$ cat config.mk
export PLATFORM = sky130hd
export DESIGN_NAME = charger_register_bank
export DESIGN_NICKNAME = d
export VERILOG_FILES = /design/src/charger_regs_pkg.sv /design/src/charger_register_bank.sv /design/src/conversion_sequencer.sv /design/src/fault_latch_bank.sv
export SDC_FILE = /design/constraint.sdc
export NUM_CORES = 1
export LEC_CHECK = 0
export BUFFER_PORTS_ARGS = -buffer_cell sky130_fd_sc_hd__clkbuf_2
export CORE_ASPECT_RATIO = 0.8
export CORE_UTILIZATION = 30
export CTS_CLUSTER_DIAMETER = 30
export DETAILED_ROUTE_END_ITERATION = 6
export GPL_TIMING_DRIVEN = 1
export HOLD_SLACK_MARGIN = 0.15
export PLACE_DENSITY_LB_ADDON = 0.1
export SETUP_SLACK_MARGIN = 0.3
export SLEW_MARGIN = 25
export SYNTH_ARGS = -nofsm -noshare
export SYNTH_HDL_FRONTEND = slang
export SYNTH_SLANG_ARGS = --single-unit
$ cat constraint.sdc
create_clock -name clk -period 3.65 [get_ports clk]
set_input_delay 0.365 -clock clk [delete_from_list [all_inputs] [get_ports clk]]
set_output_delay 0.365 -clock clk [all_outputs]
set_load 0.005 [all_outputs]
$ cat src/charger_regs_pkg.sv
// shared constants for the charger register bank: map, fields, resets, timing
package charger_regs_pkg;

  // clock and timing, each time in its own unit
  localparam int CLK_FREQ_MHZ = 50;
  localparam int CONV_SET_TIME_US = 10000;
  localparam int REPEAT_PERIOD_MS = 1000;
  localparam int US_PER_MS = 1000;
  localparam int CHANNEL_COUNT = 8;

  // bus address of the device; value is arbitrary
  localparam logic [6:0] DEVICE_ADDR_DEFAULT = 7'h5A;

  // register byte addresses
  localparam logic [7:0] STATUS_LO_ADDR = 8'h20;
  localparam logic [7:0] STATUS_HI_ADDR = 8'h21;
  localparam logic [7:0] THROTTLE_LO_ADDR = 8'h38;
  localparam logic [7:0] SETUP_LO_ADDR = 8'h3A;
  localparam logic [7:0] SETUP_HI_ADDR = 8'h3B;

  // reset values
  localparam logic [15:0] SETUP_RESET = 16'h2000;
  localparam logic [7:0] THROTTLE_RESET = 8'h20;
  localparam logic [15:0] STATUS_RESET = 16'h0000;

  // measurement setup and throttle fields
  localparam int SETUP_REPEAT_BIT = 15;
  localparam int SETUP_START_BIT = 14;
  localparam int SETUP_RANGE_BIT = 13;
  localparam int THROTTLE_ADAPTER_BIT = 0;

  // status word fields
  localparam int ST_PRESENT_BIT = 15;
  localparam int ST_OPT_DONE_BIT = 14;
  localparam int ST_VREG_BIT = 12;
  localparam int ST_OTG_BIT = 8;
  localparam int ST_IN_OV_BIT = 7;
  localparam int ST_IN_OC_BIT = 5;
  localparam int ST_SYSOVP_BIT = 4;
  localparam int ST_LATCHOFF_BIT = 2;
  localparam int ST_OTG_UCP_BIT = 0;
  localparam int LIVE_COUNT = 5;
  localparam int FAULT_COUNT = 6;

  // serial bus framing
  localparam logic [3:0] BYTE_BITS = 4'h8;

endpackage : charger_regs_pkg

$ cat src/charger_register_bank.sv
// two-wire serial slave with measurement setup, throttle and status registers
`timescale 1ns/100ps
module charger_register_bank
  import charger_regs_pkg::*;
#(
  parameter logic [6:0] DEVICE_ADDR = DEVICE_ADDR_DEFAULT,
  parameter int CONV_SET_CYCLES = CONV_SET_TIME_US * CLK_FREQ_MHZ,
  parameter int REPEAT_PERIOD_CYCLES = REPEAT_PERIOD_MS * US_PER_MS * CLK_FREQ_MHZ
) (
  // clock and reset
  input wire logic clk,
  input wire logic reset,
  // serial host bus, open drain
  input wire logic scl_in,
  input wire logic sda_in,
  output logic sda_out,
  output logic sda_oe,
  // charger condition inputs
  input wire logic charge_ok_indication,
  input wire logic optimizer_complete_flag,
  input wire logic voltage_regulation_active,
  input wire logic input_current_regulation_active,
  input wire logic fast_charge_active,
  input wire logic precharge_active,
  input wire logic reverse_boost_active,
  // fault events: input ov, battery oc, input oc, latch-off, boost ov, boost uc
  input wire logic [FAULT_COUNT-1:0] fault_event,
  input wire logic system_overvoltage_event,
  // power mode
  input wire logic battery_only,
  input wire logic low_power_request,
  // processor-hot pin, open drain
  output logic processor_hot_out,
  output logic processor_hot_oe,
  // measurement front end
  output logic [2:0] channel_sel,
  output logic sample_strobe,
  output logic results_update,
  output logic input_range_select,
  output logic low_power_active,
  output logic converter_enable
);

  localparam int SLOT_CYCLES = (CONV_SET_CYCLES / CHANNEL_COUNT < 1) ? 1 :
    CONV_SET_CYCLES / CHANNEL_COUNT;

  typedef enum logic [2:0] {
    BUS_IDLE, BUS_ADDR, BUS_ACK_ADDR, BUS_RX, BUS_ACK_RX, BUS_TX, BUS_ACK_TX
  } bus_state_t;

  typedef struct packed {
    logic scl_q;
    logic sda_q;
    bus_state_t st;
    logic [3:0] bit_cnt;
    logic [7:0] shift;
    logic [7:0] ptr;
    logic ptr_loaded;
    logic master_ack;
    logic sda_drive;
    logic [FAULT_COUNT-1:0] snap;
    logic snap_valid;
    logic [15:0] setup;
    logic [7:0] throttle;
    logic [LIVE_COUNT+1:0] live;
    logic sysovp;
    logic charge_ok_q;
    logic hot;
  } bank_t;

  bank_t s_r;
  bank_t s_nxt;

  logic [FAULT_COUNT-1:0] fault_flags;
  logic [FAULT_COUNT-1:0] fault_clear;
  logic [15:0] status_word;
  logic adc_run;
  logic set_done;
  logic start_cond;
  logic stop_cond;
  logic scl_rise;
  logic scl_fall;
  logic wr_en;
  logic [7:0] wr_data;
  logic sysovp_wr_clear;

  // status word: live bits registered, faults from the latch bank
  always_comb begin
    status_word = STATUS_RESET;
    status_word[ST_PRESENT_BIT] = s_r.live[LIVE_COUNT+1];
    status_word[ST_OPT_DONE_BIT] = s_r.live[LIVE_COUNT];
    status_word[ST_VREG_BIT] = s_r.live[LIVE_COUNT-1];
    status_word[ST_VREG_BIT-1:ST_OTG_BIT] = s_r.live[LIVE_COUNT-2:0];
    status_word[ST_IN_OV_BIT:ST_IN_OC_BIT] = fault_flags[FAULT_COUNT-1:3];
    status_word[ST_SYSOVP_BIT] = s_r.sysovp;
    status_word[ST_LATCHOFF_BIT:ST_OTG_UCP_BIT] = fault_flags[2:0];
  end

  function automatic logic [7:0] read_byte(input logic [7:0] addr, input logic [15:0] stat,
                                           input logic [15:0] setup, input logic [7:0] thr);
    logic [7:0] v;
    v = 8'h00;
    case (addr)
      STATUS_LO_ADDR: v = stat[7:0];
      STATUS_HI_ADDR: v = stat[15:8];
      THROTTLE_LO_ADDR: v = thr;
      SETUP_LO_ADDR: v = setup[7:0];
      SETUP_HI_ADDR: v = setup[15:8];
      default: v = 8'h00;
    endcase
    return v;
  endfunction : read_byte

  assign start_cond = s_r.scl_q & scl_in & s_r.sda_q & ~sda_in;
  assign stop_cond = s_r.scl_q & scl_in & ~s_r.sda_q & sda_in;
  assign scl_rise = ~s_r.scl_q & scl_in;
  assign scl_fall = s_r.scl_q & ~scl_in;

  always_comb begin
    s_nxt = s_r;
    wr_en = 1'b0;
    wr_data = s_r.shift;
    fault_clear = '0;
    sysovp_wr_clear = 1'b0;
    s_nxt.scl_q = scl_in;
    s_nxt.sda_q = sda_in;

    // serial protocol
    case (s_r.st)
      BUS_IDLE: begin
        s_nxt.sda_drive = 1'b0;
      end
      BUS_ADDR, BUS_RX: begin
        if (scl_rise) begin
          s_nxt.shift = {s_r.shift[6:0], sda_in};
          s_nxt.bit_cnt = s_r.bit_cnt + 4'h1;
        end else if (scl_fall && s_r.bit_cnt == BYTE_BITS) begin
          s_nxt.bit_cnt = '0;
          if (s_r.st == BUS_ADDR) begin
            if (s_r.shift[7:1] == DEVICE_ADDR) begin
              s_nxt.sda_drive = 1'b1;
              s_nxt.st = BUS_ACK_ADDR;
            end else begin
              s_nxt.st = BUS_IDLE;
            end
          end else begin
            s_nxt.sda_drive = 1'b1;
            s_nxt.st = BUS_ACK_RX;
            if (!s_r.ptr_loaded) begin
              s_nxt.ptr = s_r.shift;
              s_nxt.ptr_loaded = 1'b1;
            end else begin
              wr_en = 1'b1;
              s_nxt.ptr = s_r.ptr + 8'h01;
            end
          end
        end
      end
      BUS_ACK_ADDR: begin
        if (scl_fall) begin
          if (s_r.shift[0]) begin
            s_nxt.shift = read_byte(s_r.ptr, status_word, s_r.setup, s_r.throttle);
            s_nxt.snap = fault_flags;
            s_nxt.snap_valid = (s_r.ptr == STATUS_LO_ADDR);
            s_nxt.sda_drive = ~s_nxt.shift[7];
            s_nxt.st = BUS_TX;
          end else begin
            s_nxt.sda_drive = 1'b0;
            s_nxt.ptr_loaded = 1'b0;
            s_nxt.st = BUS_RX;
          end
        end
      end
      BUS_ACK_RX: begin
        if (scl_fall) begin
          s_nxt.sda_drive = 1'b0;
          s_nxt.st = BUS_RX;
        end
      end
      BUS_TX: begin
        if (scl_rise) begin
          s_nxt.bit_cnt = s_r.bit_cnt + 4'h1;
        end else if (scl_fall) begin
          if (s_r.bit_cnt == BYTE_BITS) begin
            s_nxt.bit_cnt = '0;
            s_nxt.sda_drive = 1'b0;
            s_nxt.st = BUS_ACK_TX;
          end else begin
            s_nxt.shift = {s_r.shift[6:0], 1'b0};
            s_nxt.sda_drive = ~s_r.shift[6];
          end
        end
      end
      BUS_ACK_TX: begin
        if (scl_rise) begin
          s_nxt.master_ack = ~sda_in;
          s_nxt.ptr = s_r.ptr + 8'h01;
          // only the fault bits that went out as ones are cleared
          if (s_r.snap_valid) begin
            fault_clear = s_r.snap;
          end
          s_nxt.snap_valid = 1'b0;
        end else if (scl_fall) begin
          if (s_r.master_ack) begin
            s_nxt.shift = read_byte(s_r.ptr, status_word, s_r.setup, s_r.throttle);
            s_nxt.snap = fault_flags;
            s_nxt.snap_valid = (s_r.ptr == STATUS_LO_ADDR);
            s_nxt.sda_drive = ~s_nxt.shift[7];
            s_nxt.st = BUS_TX;
          end else begin
            s_nxt.st = BUS_IDLE;
          end
        end
      end
      default: begin
        s_nxt.st = BUS_IDLE;
      end
    endcase

    if (stop_cond) begin
      s_nxt.st = BUS_IDLE;
      s_nxt.sda_drive = 1'b0;
    end else if (start_cond) begin
      s_nxt.st = BUS_ADDR;
      s_nxt.bit_cnt = '0;
      s_nxt.sda_drive = 1'b0;
    end

    // register writes; the status word ignores all but the bit 4 clear
    if (wr_en) begin
      case (s_r.ptr)
        SETUP_LO_ADDR: s_nxt.setup[7:0] = wr_data;
        SETUP_HI_ADDR: s_nxt.setup[15:8] = wr_data;
        THROTTLE_LO_ADDR: s_nxt.throttle = wr_data;
        STATUS_LO_ADDR: sysovp_wr_clear = ~wr_data[ST_SYSOVP_BIT];
        default: ;
      endcase
    end

    // a one-shot set retires its start request; a same-cycle write wins
    if (set_done && !s_r.setup[SETUP_REPEAT_BIT]
        && !(wr_en && s_r.ptr == SETUP_HI_ADDR)) begin
      s_nxt.setup[SETUP_START_BIT] = 1'b0;
    end

    // live status follows present conditions
    s_nxt.live = {charge_ok_indication, optimizer_complete_flag, voltage_regulation_active,
                  input_current_regulation_active, fast_charge_active, precharge_active,
                  reverse_boost_active};

    // overvoltage latch: clear needs the condition gone; set wins
    if (system_overvoltage_event) begin
      s_nxt.sysovp = 1'b1;
    end else if (sysovp_wr_clear || !charge_ok_indication) begin
      s_nxt.sysovp = 1'b0;
    end

    // throttle pin held low from adapter removal until it returns
    s_nxt.charge_ok_q = charge_ok_indication;
    if (!s_r.throttle[THROTTLE_ADAPTER_BIT] || charge_ok_indication) begin
      s_nxt.hot = 1'b0;
    end else if (s_r.charge_ok_q) begin
      s_nxt.hot = 1'b1;
    end
  end

  always_ff @(posedge clk) begin
    if (reset) begin
      s_r <= '0;
      s_r.scl_q <= 1'b1;
      s_r.sda_q <= 1'b1;
      s_r.st <= BUS_IDLE;
      s_r.setup <= SETUP_RESET;
      s_r.throttle <= THROTTLE_RESET;
    end else begin
      s_r <= s_nxt;
    end
  end

  // leaving low power on battery when the converter is asked to run
  assign low_power_active = low_power_request
    & ~(s_r.setup[SETUP_START_BIT] & battery_only);
  assign adc_run = s_r.setup[SETUP_START_BIT] & ~low_power_active;

  fault_latch_bank u_faults (
    .clk(clk),
    .reset(reset),
    .fault_event(fault_event),
    .fault_clear(fault_clear),
    .fault_flags(fault_flags)
  );

  // busy unused: the start bit already tells whether a set may run
  conversion_sequencer #(
    .SLOT_CYCLES(SLOT_CYCLES),
    .PERIOD_CYCLES(REPEAT_PERIOD_CYCLES)
  ) u_seq (
    .clk(clk),
    .reset(reset),
    .run(adc_run),
    .repeat_mode(s_r.setup[SETUP_REPEAT_BIT]),
    .channel_enables(s_r.setup[CHANNEL_COUNT-1:0]),
    .channel_sel(channel_sel),
    .sample_strobe(sample_strobe),
    .set_done(set_done),
    .busy()
  );

  assign results_update = set_done;
  assign input_range_select = s_r.setup[SETUP_RANGE_BIT];
  assign converter_enable = ~s_r.sysovp;
  assign sda_out = 1'b0;
  assign sda_oe = s_r.sda_drive;
  assign processor_hot_out = 1'b0;
  assign processor_hot_oe = s_r.hot;

endmodule : charger_register_bank

$ cat src/conversion_sequencer.sv
// steps the measurement channels in fixed order, one-shot or periodic
`timescale 1ns/100ps
module conversion_sequencer
  import charger_regs_pkg::*;
#(
  parameter int SLOT_CYCLES = 62500,
  parameter int PERIOD_CYCLES = 50000000
) (
  // clock and reset
  input wire logic clk,
  input wire logic reset,
  // control
  input wire logic run,
  input wire logic repeat_mode,
  input wire logic [CHANNEL_COUNT-1:0] channel_enables,
  // to the analogue front end
  output logic [2:0] channel_sel,
  output logic sample_strobe,
  output logic set_done,
  output logic busy
);

  typedef enum logic [1:0] {SEQ_IDLE, SEQ_CONV, SEQ_WAIT} seq_state_t;

  typedef struct packed {
    seq_state_t st;
    logic [2:0] ch;
    logic [31:0] slot_cnt;
    logic [31:0] period_cnt;
    logic [2:0] shown;
    logic strobe;
    logic done;
  } seq_t;

  seq_t s_r;
  seq_t s_nxt;

  always_comb begin
    s_nxt = s_r;
    s_nxt.strobe = 1'b0;
    s_nxt.done = 1'b0;
    // shown channel lags one clock so a strobe carries its own channel
    s_nxt.shown = s_r.ch;
    case (s_r.st)
      SEQ_IDLE: begin
        if (run) begin
          s_nxt.st = SEQ_CONV;
          s_nxt.ch = '0;
          s_nxt.slot_cnt = '0;
          s_nxt.period_cnt = '0;
        end
      end
      SEQ_CONV: begin
        s_nxt.period_cnt = s_r.period_cnt + 32'h1;
        s_nxt.slot_cnt = s_r.slot_cnt + 32'h1;
        if (s_r.slot_cnt == 32'(SLOT_CYCLES - 1)) begin
          s_nxt.slot_cnt = '0;
          // order: battery, system, charge, discharge, input, power, bus, comparator
          s_nxt.strobe = channel_enables[s_r.ch];
          if (s_r.ch == 3'(CHANNEL_COUNT - 1)) begin
            s_nxt.done = 1'b1;
            s_nxt.st = repeat_mode ? SEQ_WAIT : SEQ_IDLE;
          end else begin
            s_nxt.ch = s_r.ch + 3'h1;
          end
        end
      end
      SEQ_WAIT: begin
        s_nxt.period_cnt = s_r.period_cnt + 32'h1;
        if (s_r.period_cnt >= 32'(PERIOD_CYCLES - 1)) begin
          s_nxt.st = SEQ_CONV;
          s_nxt.ch = '0;
          s_nxt.period_cnt = '0;
        end
      end
      default: begin
        s_nxt.st = SEQ_IDLE;
      end
    endcase
    // dropping run aborts a set without an update
    if (!run) begin
      s_nxt.st = SEQ_IDLE;
      s_nxt.strobe = 1'b0;
      s_nxt.done = 1'b0;
    end
  end

  always_ff @(posedge clk) begin
    if (reset) begin
      s_r <= '0;
    end else begin
      s_r <= s_nxt;
    end
  end

  assign channel_sel = s_r.shown;
  assign sample_strobe = s_r.strobe;
  assign set_done = s_r.done;
  assign busy = (s_r.st != SEQ_IDLE);

endmodule : conversion_sequencer

$ cat src/fault_latch_bank.sv
// sticky fault flags, set by hardware events, cleared per bit
`timescale 1ns/100ps
module fault_latch_bank
  import charger_regs_pkg::*;
(
  // clock and reset
  input wire logic clk,
  input wire logic reset,
  // events and clears
  input wire logic [FAULT_COUNT-1:0] fault_event,
  input wire logic [FAULT_COUNT-1:0] fault_clear,
  // latched flags
  output logic [FAULT_COUNT-1:0] fault_flags
);

  typedef struct packed {
    logic [FAULT_COUNT-1:0] flags;
  } bank_t;

  bank_t s_r;
  bank_t s_nxt;
  logic [FAULT_COUNT-1:0] flag_nxt;

  genvar i;
  generate
    for (i = 0; i < FAULT_COUNT; i++) begin : g_flag
      // set wins over a clear in the same cycle
      assign flag_nxt[i] = fault_event[i] | (s_r.flags[i] & ~fault_clear[i]);
    end
  endgenerate

  always_comb begin
    s_nxt = s_r;
    s_nxt.flags = flag_nxt;
  end

  always_ff @(posedge clk) begin
    if (reset) begin
      s_r <= '0;
    end else begin
      s_r <= s_nxt;
    end
  end

  assign fault_flags = s_r.flags;

endmodule : fault_latch_bank

==> impl_metrics.env <==
export IMPL_outcome="finished clean"
export IMPL_setup_viol=0
export IMPL_ys_types=73
export IMPL_max_freq_ghz=0.380
export IMPL_synth_seq_cells=148
export IMPL_crit_cells=7
export IMPL_ctsResizeCount=0
export IMPL_max_stage_delay_ns=0.59
export IMPL_cts_tree="done"
export IMPL_track_usage_pct=16.3
export IMPL_io_buffers=29
export IMPL_worst_path_buf_inv=1
export IMPL_pre_cts_ws_ns=1.02
export IMPL_critPathRequiredTime_ns=3.93
export IMPL_cts_buffers=17
export IMPL_worst_pin_slew_ns=0.922
export IMPL_vias_per_cell=5.05
export IMPL_stdcell_area_um2=8470
export IMPL_min_period_ns=2.63
export IMPL_gr_total_overflow=0
export IMPL_drive_gt1_share_pct=9.58
export IMPL_synth_edf_count=0
export IMPL_gp_congestion=0.771
export IMPL_fill_cells=2504
export IMPL_ys_flop_type="dfxtp_1"
export IMPL_ant_nets=0
export IMPL_ys_warn_count=0
export IMPL_wl_um=19300
export IMPL_cts_sinks=148
export IMPL_antenna_found_initial=0
export IMPL_place_area_um2=7760
export IMPL_netlist_instances=876
export IMPL_finalWorstSetupSlack_ns=1.02
export IMPL_first_pass_iters=4
export IMPL_drt_initial_drc_count=528
export IMPL_synthTopCellsByArea="dfxtp_1 40%, nor2_1 6.6%, xor2_1 4.7%, nand2_1 4.2%, mux2i_1 3.9%"
export IMPL_cp_data_arrival_time_ns=2.91
export IMPL_cts_setup_buffers=0
export IMPL_powerDensity_nw_per_um2=425
export IMPL_fin_util_pct=35.6
export IMPL_htree_levels=4
export IMPL_avgRoutedWirePerCell_um=15.8
export IMPL_p_leak_nw=3.00
export IMPL_syn_area_per_cell_um2=8.43
export IMPL_num_nets_final=933
export IMPL_finalMaxSlewViolations=0
export IMPL_cts_max_path_buffers=2
export IMPL_p_total_w=0.00360
export IMPL_synth_area_um2=7390
export IMPL_crit_path_start="u_seq.s_r[22]"
export IMPL_synth_top_area_share_pct=40.1
export IMPL_ys_seq_area_share_pct=40.1
export IMPL_diodes=0
export IMPL_grt_pass1_wl_um=32100
export IMPL_die_area_um2=25300
export IMPL_grt_pass1_vias=5803
export IMPL_postCtsHoldBufs=10
export IMPL_drc=0
export IMPL_critPathSlowestCell="o21ai_4"
export IMPL_seqCellArea_um2=2960
export IMPL_synthArstFlopShare_pct=0
export IMPL_clk_pin_slew_ns=0.06
export IMPL_r2r_end="u_seq.s_r[8]"
export IMPL_hp_class="in2reg"
export IMPL_maxCapViolations=0
export IMPL_fp_row_count=50
export IMPL_multi_input_area_um2=4130
export IMPL_vias=6161
export IMPL_num_io_pins=32
export IMPL_clock_latency_ns=0.43
export IMPL_tns_ns=0
export IMPL_clockRootBuffer="clkbuf_16"
export IMPL_grt_max_degree=82
export IMPL_hold_viol_final=0
export IMPL_path_cells="or3b_1 -> or4_1 -> a31oi_2 -> o41ai_2 -> buf_4 -> o21ai_4 -> nor2_1"
export IMPL_synth_largest_area_cell="dfxtp_1"
export IMPL_endpoint="u_seq.s_r[8]"
export IMPL_ir_worst_vdd_mv=0.314
export IMPL_start_util_pct=31.1
export IMPL_maxSlewHeadroom_pct=38.0
export IMPL_rr_startpoint="u_seq.s_r[22]"
export IMPL_die_height_um=142
export IMPL_coreArea_um2=23800
export IMPL_start_kind="register"
export IMPL_skew_ns=0.00967
export IMPL_end_kind="register"
export IMPL_period_share_pct=72.0
export IMPL_place_hpwl_um=13300
export IMPL_reg2reg_depth=7
export IMPL_die_w_um=177
export IMPL_cp_max_fo=25
export IMPL_syn2layout_area_growth_pct=14.7
export IMPL_r2r_slack_ns=1.02
export IMPL_rsz0062_at_grt="false"
export IMPL_crit_type="reg2reg"
export IMPL_cp_top_family="compound AO/OA/AOI/OAI gates"
==> kinds of logic (layout without fill, tap and decap cells) <==
| group | count (synthesis) | after routing | share of synthesized area, % |
|---|---|---|---|
| DFF | 148 | 148 | 40.1 |
| buffers and inverters | 68 | 99 | 4.01 |
| and+or+nand+nor | 408 | 408 | 27.9 |
| muxes | 34 | 34 | 5.00 |
| adders and majority gates | 18 | 18 | 3.05 |
| other | 1 | 2 | 0.0508 |
| xor gates and xnor gates | 53 | 53 | 6.29 |
| AOI/OAI and AO/OA | 146 | 146 | 13.6 |
==> placed cells by master, fill, tap and decap left out, drive strengths merged, types with 4 or more instances in the layout <==
cell type and n:
and2 9, nor3 20, nor2b 16, nor2 129
nand3b 4, clkbuf 47, or3 7, a211oi 10
a21oi 36, a222oi 6, nand2b 7, mux2i 29
a22oi 21, inv 20, nand4 26, o21ai 21
xor2 40, nand2 83, and3 9, dfxtp 148
xnor2 13, and4 9, ha 18, nor4 14
o22ai 5, nor3b 5, buf 8, dlygate4sd3 10
nand3 50, clkinv 7, clkinvlp 4, a31oi 11
a21boi 5, nor4b 4
==> worst min-delay path by stage <==
| stage | startpoint | endpoint | depth (start not counted) |
|---|---|---|---|
| global route | reverse_boost_active | s_r[3] | 2 |
| global placement | s_r[12] | s_r[12] | 2 |
| detailed placement | s_r[34] | s_r[34] | 2 |
| floorplan | s_r[34] | s_r[34] | 2 |
| CTS | scl_in | s_r[68] | 3 |
| finish | scl_in | s_r[68] | 3 |
==> state kept, by name (all words and copies together), names as in the netlist <==
name,count
u_seq.s_r,66
u_seq.s_nxt,3
u_seq.channel_sel,3
u_seq.sample_strobe,1
u_seq.set_done,1
wr_data,8
input_range_select,1
s_r,57
processor_hot_oe,1
u_faults.fault_flags,6
sda_oe,1
==> through the flow <==
step	cells	hold slack, ns
after global routing	1220	0.177
final	1220	0.173
after CTS	1220	0.155
after global placement	1178	0.442
after floorplan	877	0.427
after detailed placement	1178	0.447
==> per-layer routing <==
metal / vias up / global-route usage, % / part of all wire [%]
met1: 2883 / 26.1 / 57
met4: 0 / 5.44 / 1.2
met5: - / 0 / 0
met3: 18 / 3.04 / 3.2
met2: 101 / 21.0 / 38
li1: 3159 / - / -
==> worst min-delay path: cells and delay by family <==
kind / cells / cell delay (ns)
buf+inv: 2 / 0.17
simple gates: 1 / 0.05
==> final cells by class <==
type / instances / area share [%]
multi-input combinational: 661 / 48.8
clock inverter: 13 / 1.86
inverter: 21 / 0.931
tap: 312 / 4.61
clock buffer: 19 / 5.35
sequential: 148 / 35.0
timing repair buffer: 46 / 3.52
==> synth_stat cells (all sizes together) (13+ instances only) <==
master,count
a21oi,36
a22oi,21
buf,18
clkbuf,29
dfxtp,148
ha,18
inv,20
mux2i,29
nand2,83
nand3,50
nand4,26
nor2,129
nor2b,16
nor3,20
nor4,14
o21ai,21
xnor2,13
xor2,40
==> power by group <==
group          switching, W  leakage (nW)  total (W)  internal, W
registers         0.0000273          1.20    0.00166      0.00163
clock network      0.000720         0.291    0.00183      0.00111
logic             0.0000708          1.51   0.000117    0.0000462
No activity file was read; power rests on OpenSTA's default activity.
